--- src/cspid_map.svh ---
// register map, field layout and timing constants of the speed regulator
`ifndef CSPID_MAP_SVH
`define CSPID_MAP_SVH

// ----------------------------------------------------------------------------
// register offsets (byte addresses)
// ----------------------------------------------------------------------------
`define CSPID_CTRL_OFS     12'h000
`define CSPID_GAIN_OFS     12'h004
`define CSPID_CMD_OFS      12'h008
`define CSPID_STAT_OFS     12'h00C
`define CSPID_PWR_OFS      12'h010

// ----------------------------------------------------------------------------
// fields
// ----------------------------------------------------------------------------
`define CSPID_CTRL_MODE_LSB  0
`define CSPID_CTRL_MODE_W    2
`define CSPID_CTRL_RESET     2'h0
`define CSPID_GAIN_RESET     24'h00_0000
`define CSPID_ZERO_SPEED     8'h80
`define CSPID_PWR_MAX        8'h7F
`define CSPID_PWR_MIN        8'h81
`define CSPID_INT_MAX        16'h3F80
`define CSPID_INT_MIN        16'hC080

// ----------------------------------------------------------------------------
// timing
// ----------------------------------------------------------------------------
`define CSPID_CLK_HZ         20000000
`define CSPID_PERIOD_MS      16
`define CSPID_STARTUP_MS     1000
`define CSPID_LED_STEP_MS    128
`define CSPID_FAST_MS        64

`endif

--- src/cspid_pkg.sv ---
// types shared by the speed regulator files
package cspid_pkg;
	// ------------------------------------------------------------------------
	// operating modes
	// ------------------------------------------------------------------------
	typedef enum logic [1:0] {
		CSPID_OPEN,
		CSPID_SEPARATE,
		CSPID_MIXED,
		CSPID_SPD_POS
	} cspid_mode_t;
	// ------------------------------------------------------------------------
	// loop sequencer
	// ------------------------------------------------------------------------
	typedef enum logic [1:0] {
		CSPID_IDLE,
		CSPID_CH0,
		CSPID_CH1
	} cspid_seq_t;
endpackage : cspid_pkg

--- src/cspid_pid_term.sv ---
// one channel pid step: error, p, i, d terms and saturation
`timescale 1ns/10ps
`default_nettype none
`include "cspid_map.svh"
module cspid_pid_term
	import cspid_pkg::*;
#(
	parameter int DW = 8
) (
	// clock and reset
	input  wire logic                 sys_clk,
	input  wire logic                 rst_b,
	// control
	input  wire logic                 stepEn,
	input  wire logic signed [DW-1:0] cmdSpeed,
	input  wire logic signed [DW-1:0] measSpeed,
	input  wire logic        [7:0]    gainP,
	input  wire logic        [7:0]    gainI,
	input  wire logic        [7:0]    gainD,
	// result
	output logic signed [DW-1:0]      pidOut
);
	typedef struct packed {
		logic signed [DW:0]   prevErr;
		logic signed [15:0]   integ;
		logic signed [DW-1:0] out;
	} cspid_term_t;

	cspid_term_t st_ff;
	cspid_term_t nxt_st;

	// combinational pid step, gains are unsigned q4.4
	always_comb begin
		logic signed [DW:0]  err;
		logic signed [DW+1:0] dErr;
		logic signed [23:0]  sum;
		logic signed [23:0]  iSum;
		err  = '0;
		dErr = '0;
		sum  = '0;
		iSum = '0;
		nxt_st = st_ff;
		if (stepEn) begin
			err  = (DW+1)'(cmdSpeed) - (DW+1)'(measSpeed);
			dErr = (DW+2)'(err) - (DW+2)'(st_ff.prevErr);
			iSum = 24'(st_ff.integ) + 24'(err) * $signed({1'b0, gainI});
			// clamp accumulator against windup
			if (iSum > 24'(signed'(`CSPID_INT_MAX)))
				nxt_st.integ = `CSPID_INT_MAX;
			else if (iSum < 24'(signed'(`CSPID_INT_MIN)))
				nxt_st.integ = `CSPID_INT_MIN;
			else
				nxt_st.integ = iSum[15:0];
			sum = 24'(err) * $signed({1'b0, gainP})
				+ 24'(dErr) * $signed({1'b0, gainD})
				+ 24'(nxt_st.integ);
			sum = sum >>> 4;
			// saturate to full signed power range, so a stuck error ramps to 100 %
			if (sum > 24'(signed'(`CSPID_PWR_MAX)))
				nxt_st.out = `CSPID_PWR_MAX;
			else if (sum < -24'(signed'(`CSPID_PWR_MAX)))
				nxt_st.out = `CSPID_PWR_MIN;
			else
				nxt_st.out = sum[DW-1:0];
			nxt_st.prevErr = err;
		end
	end

	// state register
	always_ff @(posedge sys_clk or negedge rst_b) begin
		if (!rst_b)
			st_ff <= '0;
		else
			st_ff <= nxt_st;
	end

	assign pidOut = st_ff.out;
endmodule // cspid_pid_term
`default_nettype wire

--- src/cspid_top.sv ---
// two channel closed loop speed regulator with fault and status led
`timescale 1ns/10ps
`default_nettype none
`include "cspid_map.svh"
// Overview of operation
// - sample speed each 16 ms, error is command minus speed
// - proportional term is error times p gain
// - differential term from error change times d gain
// - integral accumulates error scaled by i gain
// - feedback mid-scale is zero, signed plus/minus 127
// - one gain set shared by both channels
// - open loop drives power from command directly
// - no feedback loss detection, power ramps to limit
// - mode flash pattern starts one second after reset
// - recoverable fault turns output off, led steady
// - faults cleared re-enable output, normal flashing
// - emergency stop latches off, led flashes rapidly
// - three speed configurations: separate, mixed, speed/position
module cspid_top
	import cspid_pkg::*;
#(
	parameter int DW            = 8,
	parameter int PERIOD_CYC    = `CSPID_CLK_HZ / 1000 * `CSPID_PERIOD_MS,
	parameter int STARTUP_TICKS = `CSPID_STARTUP_MS / `CSPID_PERIOD_MS,
	parameter int LED_TICKS     = `CSPID_LED_STEP_MS / `CSPID_PERIOD_MS,
	parameter int FAST_TICKS    = `CSPID_FAST_MS / `CSPID_PERIOD_MS
) (
	// clock and reset
	input  wire logic          sys_clk,
	input  wire logic          rst_b,
	// apb slave
	input  wire logic          psel,
	input  wire logic          penable,
	input  wire logic          pwrite,
	input  wire logic [11:0]   paddr,
	input  wire logic [31:0]   pwdata,
	output logic      [31:0]   prdata,
	output logic               pready,
	output logic               pslverr,
	// speed feedback, unsigned 0 = full reverse
	input  wire logic [DW-1:0] fbSpeed0,
	input  wire logic [DW-1:0] fbSpeed1,
	// fault inputs
	input  wire logic          overTemp,
	input  wire logic          overVolt,
	input  wire logic          underVolt,
	input  wire logic          deadMan,
	input  wire logic          emergencyStop,
	// power stage
	output logic signed [DW-1:0] motorPwr0,
	output logic signed [DW-1:0] motorPwr1,
	output logic                 outputEn,
	// status
	output logic                 statusLed
);
	localparam int TW = 32;

	typedef struct packed {
		logic [TW-1:0]         divCnt;
		logic [7:0]            startCnt;
		logic                  started;
		logic [7:0]            ledCnt;
		logic [3:0]            ledStep;
		logic [7:0]            fastCnt;
		logic                  estopLatch;
		logic [1:0]            mode;
		logic [23:0]           gains;
		logic signed [DW-1:0]  cmd0;
		logic signed [DW-1:0]  cmd1;
		logic signed [DW-1:0]  pwr0;
		logic signed [DW-1:0]  pwr1;
		logic                  outEn;
		logic                  led;
		logic [31:0]           rdata;
	} cspid_st_t;

	cspid_st_t st_ff;
	cspid_st_t nxt_st;

	// --------------------------------------------------------------------
	// feedback conversion and pid channels
	// --------------------------------------------------------------------
	logic                  tick;
	logic signed [DW-1:0]  meas0;
	logic signed [DW-1:0]  meas1;
	logic signed [DW-1:0]  pid0;
	logic signed [DW-1:0]  pid1;
	logic signed [DW-1:0]  mixA;
	logic signed [DW-1:0]  mixB;
	logic                  anyFault;
	logic                  apbWr;
	logic                  apbRd;

	// offset binary to signed, mid-scale reads as zero
	function automatic logic signed [DW-1:0] toSigned(input logic [DW-1:0] raw);
		toSigned = signed'(raw ^ {1'b1, {(DW-1){1'b0}}});
	endfunction

	// saturating add used for mixed steering
	function automatic logic signed [DW-1:0] satAdd(input logic signed [DW-1:0] a,
		input logic signed [DW-1:0] b);
		logic signed [DW:0] s;
		s = (DW+1)'(a) + (DW+1)'(b);
		if (s > (DW+1)'(signed'(`CSPID_PWR_MAX)))
			satAdd = `CSPID_PWR_MAX;
		else if (s < -(DW+1)'(signed'(`CSPID_PWR_MAX)))
			satAdd = `CSPID_PWR_MIN;
		else
			satAdd = s[DW-1:0];
	endfunction

	assign tick  = (st_ff.divCnt == TW'(PERIOD_CYC - 1));
	assign meas0 = toSigned(fbSpeed0);
	assign meas1 = toSigned(fbSpeed1);
	// mixed mode: cmd0 is throughput, cmd1 is steering
	assign mixA  = satAdd(st_ff.cmd0, st_ff.cmd1);
	assign mixB  = satAdd(st_ff.cmd0, -st_ff.cmd1);

	// both channels run from one shared gain word
	cspid_pid_term #(.DW(DW)) uPid0 (
		.sys_clk   (sys_clk),
		.rst_b     (rst_b),
		.stepEn    (tick),
		.cmdSpeed  ((st_ff.mode == 2'(CSPID_MIXED)) ? mixA : st_ff.cmd0),
		.measSpeed (meas0),
		.gainP     (st_ff.gains[7:0]),
		.gainI     (st_ff.gains[15:8]),
		.gainD     (st_ff.gains[23:16]),
		.pidOut    (pid0)
	);
	cspid_pid_term #(.DW(DW)) uPid1 (
		.sys_clk   (sys_clk),
		.rst_b     (rst_b),
		.stepEn    (tick),
		.cmdSpeed  ((st_ff.mode == 2'(CSPID_MIXED)) ? mixB : st_ff.cmd1),
		.measSpeed (meas1),
		.gainP     (st_ff.gains[7:0]),
		.gainI     (st_ff.gains[15:8]),
		.gainD     (st_ff.gains[23:16]),
		.pidOut    (pid1)
	);

	// --------------------------------------------------------------------
	// apb decode helpers
	// --------------------------------------------------------------------
	assign apbWr    = psel && penable && pwrite;
	assign apbRd    = psel && !penable && !pwrite;
	assign anyFault = overTemp || overVolt || underVolt || deadMan;

	// per-mode flash sequence, one bit per led step
	function automatic logic modePattern(input logic [1:0] m, input logic [3:0] s);
		logic [15:0] p;
		case (m)
			2'(CSPID_OPEN):     p = 16'h00FF;
			2'(CSPID_SEPARATE): p = 16'h0033;
			2'(CSPID_MIXED):    p = 16'h0333;
			default:            p = 16'h3333;
		endcase
		modePattern = p[s];
	endfunction

	// --------------------------------------------------------------------
	// next state
	// --------------------------------------------------------------------
	always_comb begin
		nxt_st = st_ff;
		// control period divider
		nxt_st.divCnt = tick ? '0 : st_ff.divCnt + TW'(1);
		// startup delay before flashing
		if (tick && !st_ff.started) begin
			if (st_ff.startCnt == 8'(STARTUP_TICKS - 1))
				nxt_st.started = 1'b1;
			else
				nxt_st.startCnt = st_ff.startCnt + 8'h01;
		end
		// led step timer
		if (tick) begin
			if (st_ff.ledCnt >= 8'(LED_TICKS - 1)) begin
				nxt_st.ledCnt  = '0;
				nxt_st.ledStep = st_ff.ledStep + 4'h1;
			end else
				nxt_st.ledCnt = st_ff.ledCnt + 8'h01;
		end
		// fast flash timer, kept apart so the stop blink never depends on the led step
		if (tick) begin
			if (st_ff.fastCnt >= 8'(FAST_TICKS - 1))
				nxt_st.fastCnt = '0;
			else
				nxt_st.fastCnt = st_ff.fastCnt + 8'h01;
		end
		// emergency stop latches until reset
		if (emergencyStop)
			nxt_st.estopLatch = 1'b1;
		// output enable follows faults and latch
		nxt_st.outEn = !anyFault && !nxt_st.estopLatch;
		// power update once per period, open loop every cycle
		if (!nxt_st.outEn) begin
			nxt_st.pwr0 = '0;
			nxt_st.pwr1 = '0;
		end else if (st_ff.mode == 2'(CSPID_OPEN)) begin
			nxt_st.pwr0 = st_ff.cmd0;
			nxt_st.pwr1 = st_ff.cmd1;
		end else if (tick) begin
			nxt_st.pwr0 = pid0;
			nxt_st.pwr1 = (st_ff.mode == 2'(CSPID_SPD_POS)) ? st_ff.cmd1 : pid1;
		end
		// led pattern priority: latch, fault, normal
		if (st_ff.estopLatch)
			nxt_st.led = (st_ff.fastCnt < 8'(FAST_TICKS / 2));
		else if (anyFault)
			nxt_st.led = 1'b1;
		else if (st_ff.started)
			nxt_st.led = modePattern(st_ff.mode, st_ff.ledStep);
		else
			nxt_st.led = 1'b0;
		// register writes
		if (apbWr) begin
			if (paddr == `CSPID_CTRL_OFS)
				nxt_st.mode = pwdata[`CSPID_CTRL_MODE_LSB +: `CSPID_CTRL_MODE_W];
			else if (paddr == `CSPID_GAIN_OFS)
				nxt_st.gains = pwdata[23:0];
			else if (paddr == `CSPID_CMD_OFS) begin
				nxt_st.cmd0 = pwdata[DW-1:0];
				nxt_st.cmd1 = pwdata[DW+7:8];
			end
		end
		// read data captured in setup phase
		if (apbRd) begin
			if (paddr == `CSPID_CTRL_OFS)
				nxt_st.rdata = {30'h0000_0000, st_ff.mode};
			else if (paddr == `CSPID_GAIN_OFS)
				nxt_st.rdata = {8'h00, st_ff.gains};
			else if (paddr == `CSPID_CMD_OFS)
				nxt_st.rdata = {16'h0000, st_ff.cmd1, st_ff.cmd0};
			else if (paddr == `CSPID_STAT_OFS)
				nxt_st.rdata = {24'h00_0000, st_ff.started, st_ff.led, st_ff.outEn,
					st_ff.estopLatch, deadMan, underVolt, overVolt, overTemp};
			else if (paddr == `CSPID_PWR_OFS)
				nxt_st.rdata = {16'h0000, st_ff.pwr1, st_ff.pwr0};
			else
				nxt_st.rdata = '0;
		end
	end

	// state register
	always_ff @(posedge sys_clk or negedge rst_b) begin
		if (!rst_b) begin
			st_ff       <= '0;
			st_ff.mode  <= `CSPID_CTRL_RESET;
			st_ff.gains <= `CSPID_GAIN_RESET;
		end else
			st_ff <= nxt_st;
	end

	// --------------------------------------------------------------------
	// outputs
	// --------------------------------------------------------------------
	assign pready    = 1'b1;
	assign pslverr   = 1'b0;
	assign prdata    = st_ff.rdata;
	assign motorPwr0 = st_ff.pwr0;
	assign motorPwr1 = st_ff.pwr1;
	assign outputEn  = st_ff.outEn;
	assign statusLed = st_ff.led;
endmodule // cspid_top
`default_nettype wire
--- config.mk ---
export PLATFORM = sky130hd
export DESIGN_NAME = cspid_top
export DESIGN_NICKNAME = d
export VERILOG_FILES = /design/src/cspid_pkg.sv /design/src/cspid_pid_term.sv /design/src/cspid_top.sv
export VERILOG_INCLUDE_DIRS = /design/src /design/src/src
export SDC_FILE = /design/constraint.sdc
export NUM_CORES = 2
export LEC_CHECK = 0
export BUFFER_PORTS_ARGS = -buffer_cell sky130_fd_sc_hd__buf_2
export CORE_MARGIN = 5
export CORE_UTILIZATION = 50
export CTS_CLUSTER_SIZE = 28
export DETAILED_ROUTE_END_ITERATION = 16
export GPL_ROUTABILITY_DRIVEN = 0
export PLACE_DENSITY = 0.72
export SLEW_MARGIN = 40
export SYNTH_ARGS = -nofsm -noshare
export SYNTH_HDL_FRONTEND = slang
export SYNTH_SLANG_ARGS = --single-unit
--- constraint.sdc ---
create_clock -name sys_clk -period 17.35 [get_ports sys_clk]
set_clock_uncertainty 0.15 [all_clocks]
set_input_delay 0.8675 -clock sys_clk [delete_from_list [all_inputs] [get_ports sys_clk]]
set_output_delay 0.8675 -clock sys_clk [all_outputs]
set_load 0.005 [all_outputs]
# After elaboration in Yosys (flattened, before gate mapping)
# Index checks and enable logic that the tools add are counted.
word_totals:
  register_bits: 220
  latchBits: 0
  ram_bits: 0
  mem_bits_ro: 0
  inputBits: 70
  output_inout_bits: 52
  mem_count: 0
classes:
  n_addsub: 18
  mul: 6
  div_mod_pow: 0
  n_lt_le_gt_ge: 16
  eq_ne: 10
  n_shift: 0
  n_mux: 38
  bitwise: 5
  reduce_logical: 22
op_table:
  columns: ["operator", "count"]
  rows:
  - ["$mux 16", 15]
  - ["$mux 8", 13]
  - ["$mul 9x9->18", 4]
  - ["$add 24x16->24", 2]
  - ["$add 24x24->24", 2]
  - ["$gt 24x15->1 const B", 2]
  - ["$lt 24x15->1 const B", 2]
  - ["$mux 24", 2]
  - ["$pmux 14 s3", 1]
  - ["$gt 20x8->1 const B", 2]
  - ["$lt 20x8->1 const B", 2]
  - ["$add 16x18->19", 2]
  - ["$mul 10x9->19", 2]
  - ["$add 32x1->32 const B", 1]
  - ["$eq 32x19->1 const B", 1]
  - ["$mux 32", 1]
  - ["$add 8x1->8 const B", 3]
  - ["$eq 12x4->1 const B", 2]
  - ["$sub 9x9->10", 2]
  - ["$add 8x8->9", 2]
  - ["$gt 9x8->1 const B", 2]
  - ["$lt 9x8->1 const B", 2]
  - ["$sub 8x8->9", 2]
  - ["$eq 12x3->1 const B", 1]
  - ["22 further kinds", 45]

# Logic depth before layout (Yosys ltp)
logic_depth:
  word_depth: 17
  mapped_depth: 69
  mapped_depth_nobuf: 66

# Modules after synthesis
# A second synthesis with hierarchy kept.
unflattened:
  cells_unflattened: 3995
  hier_area_um2: 34765.8
modules_own_cells:
  columns: ["mod", "n_inst", "cells_per_inst", "area_each_um2", "seq_area_each_um2"]
  rows:
  - ["cspid_pid_term (uPid1)", 1, 1600, 13347.8, 825.8]
  - ["cspid_pid_term (uPid0)", 1, 1581, 13346.6, 825.8]
  - ["cspid_top", 1, 814, 8071.5, 3653.5]

# Worst setup path after synthesis
# No wires, ideal clock.
synth_path:
  path_type: "register -> register"
  start: "register st_ff[51] (netlist name)"
  end: "register uPid1.st_ff (netlist bit uPid1.pidOut[1])"
  arrival_time_ns: 13.827
  required_ns: 17.124
  slack_ns: 3.297
  path_stages_with_launch: 64
  synth_period_minus_slack_ns: 14.053
  path_cell_list: "dfrtp_1 > inv_1 > ha_1 > inv_1 > or3_1 > xor2_1 > ha_1 > and2_1 > o21ai_0 > nand2b_1 > a2111oi_0 > a21oi_1 > a21oi_1 > nand2_1 > o22ai_1 > ha_1 > inv_1 > fa_1 > [28 not listed] > fa_1 > ha_1 > clkbuf_1 > a21oi_1 > inv_1 > a21o_1 > a21oi_1 > o21ai_0 > a21o_1 > a21oi_1 > o31ai_1 > xnor2_1 > o2111ai_1 > o211ai_1 > or4_4 > o21ai_1 > nand2_1 > o21ai_1"
synth_between:
  elab_chain_len: 17
  word_cells_on_any_way: 24
  cone_classes: "7 x add/sub; 3 x mul; 6 x order compare; 8 x mux"
synth_lines:
  columns: ["element", "line_no", "rtl"]
  rows:
  - ["from (decl)", "cspid_top.sv:77", "cspid_st_t st_ff;"]
  - ["from (signal assigned)", "cspid_top.sv:252", "st_ff <= nxt_st;"]
  - ["$neg 8->8", "cspid_top.sv:117", "assign mixB = satAdd(st_ff.cmd0, -st_ff.cmd1);"]
  - ["$add 8x8->9", "cspid_top.sv:103", "s = (DW+1)'(a) + (DW+1)'(b);"]
  - ["$lt 9x8->1", "cspid_top.sv:106", "else if (s < -(DW+1)'(signed'(`CSPID_PWR_MAX)))"]
  - ["$mux 8", "cspid_top.sv:106", null]
  - ["$mux 8", "cspid_top.sv:104", "if (s > (DW+1)'(signed'(`CSPID_PWR_MAX)))"]
  - ["$mux 8 *", "cspid_top.sv:135", ".cmdSpeed ((st_ff.mode == 2'(CSPID_MIXED)) ? mixB : st_ff.cmd1),"]
  - ["$sub 8x8->9 *", "cspid_pid_term.sv:44", "err = (DW+1)'(cmdSpeed) - (DW+1)'(measSpeed);"]
  - ["$mul 9x9->18", "cspid_pid_term.sv:46", "iSum = 24'(st_ff.integ) + 24'(err) * $signed({1'b0, gainI});"]
  - ["$add 16x18->19", "cspid_pid_term.sv:46", null]
  - ["$lt 24x15->1", "cspid_pid_term.sv:50", "else if (iSum < 24'(signed'(`CSPID_INT_MIN)))"]
  - ["$mux 16", "cspid_pid_term.sv:50", null]
  - ["$mux 16", "cspid_pid_term.sv:48", "if (iSum > 24'(signed'(`CSPID_INT_MAX)))"]
  - ["$mux 16", "cspid_pid_term.sv:43", "if (stepEn) begin"]
  - ["$add 24x16->24 *", "cspid_pid_term.sv:56", "+ 24'(nxt_st.integ);"]
  - ["$lt 20x8->1", "cspid_pid_term.sv:61", "else if (sum < -24'(signed'(`CSPID_PWR_MAX)))"]
  - ["$mux 8", "cspid_pid_term.sv:61", null]
  - ["$mux 8 *", "cspid_pid_term.sv:59", "if (sum > 24'(signed'(`CSPID_PWR_MAX)))"]
  - ["to (signal assigned)", "cspid_pid_term.sv:74", "st_ff <= nxt_st;"]
  - ["to (decl)", "cspid_pid_term.sv:29", "cspid_term_t st_ff;"]
# Mark *: on every way between the ends. The rest lies on a longest branch, timed or not. The select of a mux whose other input is x is not followed.
# A chain may end at the register's enable or synchronous reset.

# Worst setup path in the final report
layout_path:
  start: "register st_ff[50] (netlist name)"
  end: "register uPid0.st_ff (netlist bit uPid0.pidOut[0])"
layout_between:
  elab_chain_len: 16
  word_cells_on_any_way: 23
  cone_classes: "6 x add/sub; 3 x mul; 6 x order compare; 8 x mux"
layout_lines:
  columns: ["element", "line_no", "rtl"]
  rows:
  - ["$add 8x8->9 *", "cspid_top.sv:103", null]
  - ["$lt 9x8->1", "cspid_top.sv:106", null]
  - ["$mux 8", "cspid_top.sv:106", null]
  - ["$mux 8 *", "cspid_top.sv:104", null]
  - ["$mux 8 *", "cspid_top.sv:124", ".cmdSpeed ((st_ff.mode == 2'(CSPID_MIXED)) ? mixA : st_ff.cmd0),"]
  - ["$sub 8x8->9 *", "cspid_pid_term.sv:44", null]
  - ["$mul 9x9->18", "cspid_pid_term.sv:46", null]
  - ["$add 16x18->19", "cspid_pid_term.sv:46", null]
  - ["$lt 24x15->1", "cspid_pid_term.sv:50", null]
  - ["$mux 16", "cspid_pid_term.sv:50", null]
  - ["$mux 16", "cspid_pid_term.sv:48", null]
  - ["$mux 16", "cspid_pid_term.sv:43", null]
  - ["$add 24x16->24 *", "cspid_pid_term.sv:56", null]
  - ["$lt 20x8->1", "cspid_pid_term.sv:61", null]
  - ["$mux 8", "cspid_pid_term.sv:61", null]
  - ["$mux 8 *", "cspid_pid_term.sv:59", null]
  - ["to (signal assigned)", "cspid_pid_term.sv:74", null]
  - ["to (decl)", "cspid_pid_term.sv:29", null]
# Marks and branches as above.

==> results.toml <==
[setup_path]
r2r_slack_ps = 1530
worstSetupPathType = "reg -> reg"
path_common_cell = "fa_1"
critPathLaunchType = "flop"
cpMaxStageDelayCell = "or4b_4"
worstRegToRegCells = 63
worstPathMaxFanout = 18
cp_data_arrival_time_ps = 16120
end_kind = "flop"
critPathRequiredTime_ps = 17650
max_stage_delay_ps = 610

[pwr]
irDropWorstVdd_uv = 67.88
p_leak_nw = 18.54
pwr_density_cell_nw_per_um2 = 35.24

[floorplanning]
die_h_um = 268.7
rows = 94
io_pins = 122
start_util = 0.5063
die-width_um = 268.7
die_area_um2 = 72210
coreArea_um2 = 66100

[placement]
detailed_place_hpwl_mm = 63.27
numPortBuffers = 103

[global_route]
grt_max_degree = 104
antenna_found_initial = 2
overflow = 0
grt_pass1_wl_mm = 135.1
first_global_vias = 26140
track_usage = 0.2291

[sta]
max-slew-margin-rel = 0.3815
worstMarginPinSlew_ps = 926.7
post-route-period-util = 0.9120
finalCriticalPeriod_ps = 15820
fin_setup_tns_ps = 0
slew_violations = 0
fmax_mhz = 63.20
hold_slack_ps = -1.956
rsz0062_at_grt = "false"
report.final.setup_viol = 0
finalHoldViolCount = 6

[yosys]
synthCells = 3780
yosysWarnings = 0
synth-edff-count = 0
syn_avg_cell_area_um2 = 8.854
synth_area_leader_cell = "fa_1"
synth_top_area_frac = 0.2638
yosysUniqueCellTypes = 90
synth_top_family_by_area = "adder cells"
yosys.area_share.simple = 0.1624
synth_area_leaders = "fa_1 26%, dfrtp_1 16%, ha_1 13%"
synth_compound_area_frac = 0.1098
yosysSeqAreaShare = 0.1585
synth_xor_area_frac = 0.05649
async_flop_share = 1.000
ys.flop_type = "dfrtp_1"
ys_ff_latch = 212
synth-adder-area-share = 0.3911
muxShareOfSynthArea = 0.01753
syn-cell-area_um2 = 33470

[final_layout]
drive_above_1_share = 0.07567
nets = 4635
syn2layout_area_growth_pct = 6.157

[clocking]
path_clk_slew_ps = 60
post-cts-setup-buffers = 0
htreeDepth = 1
hold_buffers = 0
numCtsBuffers = 27
clk_path_buf_depth = 3
tritoncts = "yes"
clk_latency_ps = 590
cts_resized = 0
cts_root_buf = "clkbuf_16"
cts_sinks = 212

[run]
drv_cap = 0

[detailed_routing]
vias = 25690
drc_errors = 0
drt_pass1_iterations = 8
detail_route.wirelength_mm = 81.25
wl_per_cell_um = 17.39
viasPerCell = 5.500
first_iter_violations = 1974
antenna_left = 0

[min_path]
hp-class = "in -> async"

[run_status]
violations = "negative hold slack"
status = "finished with violations"
## worst max-delay path: cells and delay by family, from the launching register on
kind / cells / cell delay [ps]
adders and majority gates: 12 / 4830
buffers and inverters: 7 / 830
and+or+nand+nor: 19 / 3760
DFF: 1 / 480
AOI/OAI and AO/OA: 23 / 4870
muxes: 2 / 740
## cell families (layout without fill, tap and decap cells)
logic type	count (synthesis)	count (layout)
AOI/OAI and AO/OA	562	562
xor gates and xnor gates	215	215
adders and majority gates	782	782
buffers and inverters	874	892
DFF	212	212
muxes	53	53
other	2	11
and+or+nand+nor	1080	1080
## per-layer routing
metal	global-route usage	vias up	wire length (µm)
met1	0.3260	12710	36260
met4	0.05743	0	2393
met5	0	-	0
li1	-	12040	-
met2	0.3758	812	36770
met3	0.02929	129	5820
## final timing paths
check | end | from
setup / recovery | uPid0.pidOut[0] | st_ff[50]
hold / removal | motorPwr0[2] | rst_b
setup reg to reg | uPid0.pidOut[0] | st_ff[50]
hold reg to reg | st_ff[121] | st_ff[121]
max in group asynchronous | st_ff[125] | rst_b
min in group sys_clk | st_ff[121] | st_ff[121]
## power breakdown
group	internal (mW)	total, mW	switching, mW
logic	0.0535	0.170	0.116
clock network	0.332	0.584	0.252
registers	0.497	0.499	0.00196
## metrics by stage
stage	setup WS (ps)	instance area (µm²)	instances	power, mW	util
2_1_floorplan	3297	33500	3788	0.6100	-
3_3_place_gp	1911	34550	4619	0.6707	0.5227
3_5_place_dp	1663	34590	4619	0.6737	0.5233
4_1_cts	1644	35480	4668	1.259	0.5367
5_1_grt	534.5	35530	4670	1.300	0.5375
6_report	1526	35530	4671	1.252	0.5375
## registers in the layout, indices dropped and copies added, names as in the netlist
signal / count
motorPwr1: 8
uPid1.pidOut: 8
uPid0.st_ff: 25
uPid1.st_ff: 25
statusLed: 1
prdata: 24
uPid0.pidOut: 8
st_ff: 104
outputEn: 1
motorPwr0: 8
## final cells by class
class                   count  area, µm²
fillers                  5984      30570
multi-input cells        2702      24770
flip-flops and latches    212       5316
inverters                 703       2639
well taps                 864       1081
repair buffers            140      830.8
clock buffers              36      739.5
clock inverters            13      146.4
diodes                      1      2.502
## placed cells by master, fill, tap and decap left out, drive strengths merged, types with 8 or more instances in the layout
cell,instances
a211oi,11
ha,338
and3,24
a21oi,169
inv,707
or2,12
o31ai,21
fa,441
and2,217
a311oi,15
nand2b,31
o21a,16
mux2i,8
a222oi,16
nand3,44
nor3,32
buf,140
xor2,65
xnor2,150
and4,12
nand2,406
nand4,20
clkbuf,36
or3,25
a21o,46
dfrtp,212
a31oi,17
nor2b,76
nor2,134
o21ai,132
o211ai,9
nor4,18
o21bai,53
conb,10
mux2,45
## synth_stat cells, types with 8 or more instances
cell type / n
nand4_1: 20
nor2_1: 134
o21ai_0: 123
a311oi_1: 14
o21ai_1: 8
nor3_1: 32
o211ai_1: 9
a21oi_1: 166
a222oi_1: 16
o21a_1: 15
and2_1: 216
dfrtp_1: 212
xor2_1: 65
nand2_1: 406
buf_4: 51
inv_1: 703
and3_1: 24
mux2i_1: 8
clkbuf_1: 115
and4_1: 12
xnor2_1: 149
or2_2: 12
nor4_1: 16
or3_1: 23
nor2b_1: 76
ha_1: 338
fa_1: 441
o31ai_1: 21
nand2b_1: 31
mux2_2: 45
o21bai_1: 52
a31oi_1: 17
a21o_1: 46
nand3_1: 44
a211oi_1: 10
No activity file was read; power rests on OpenSTA's default activity.
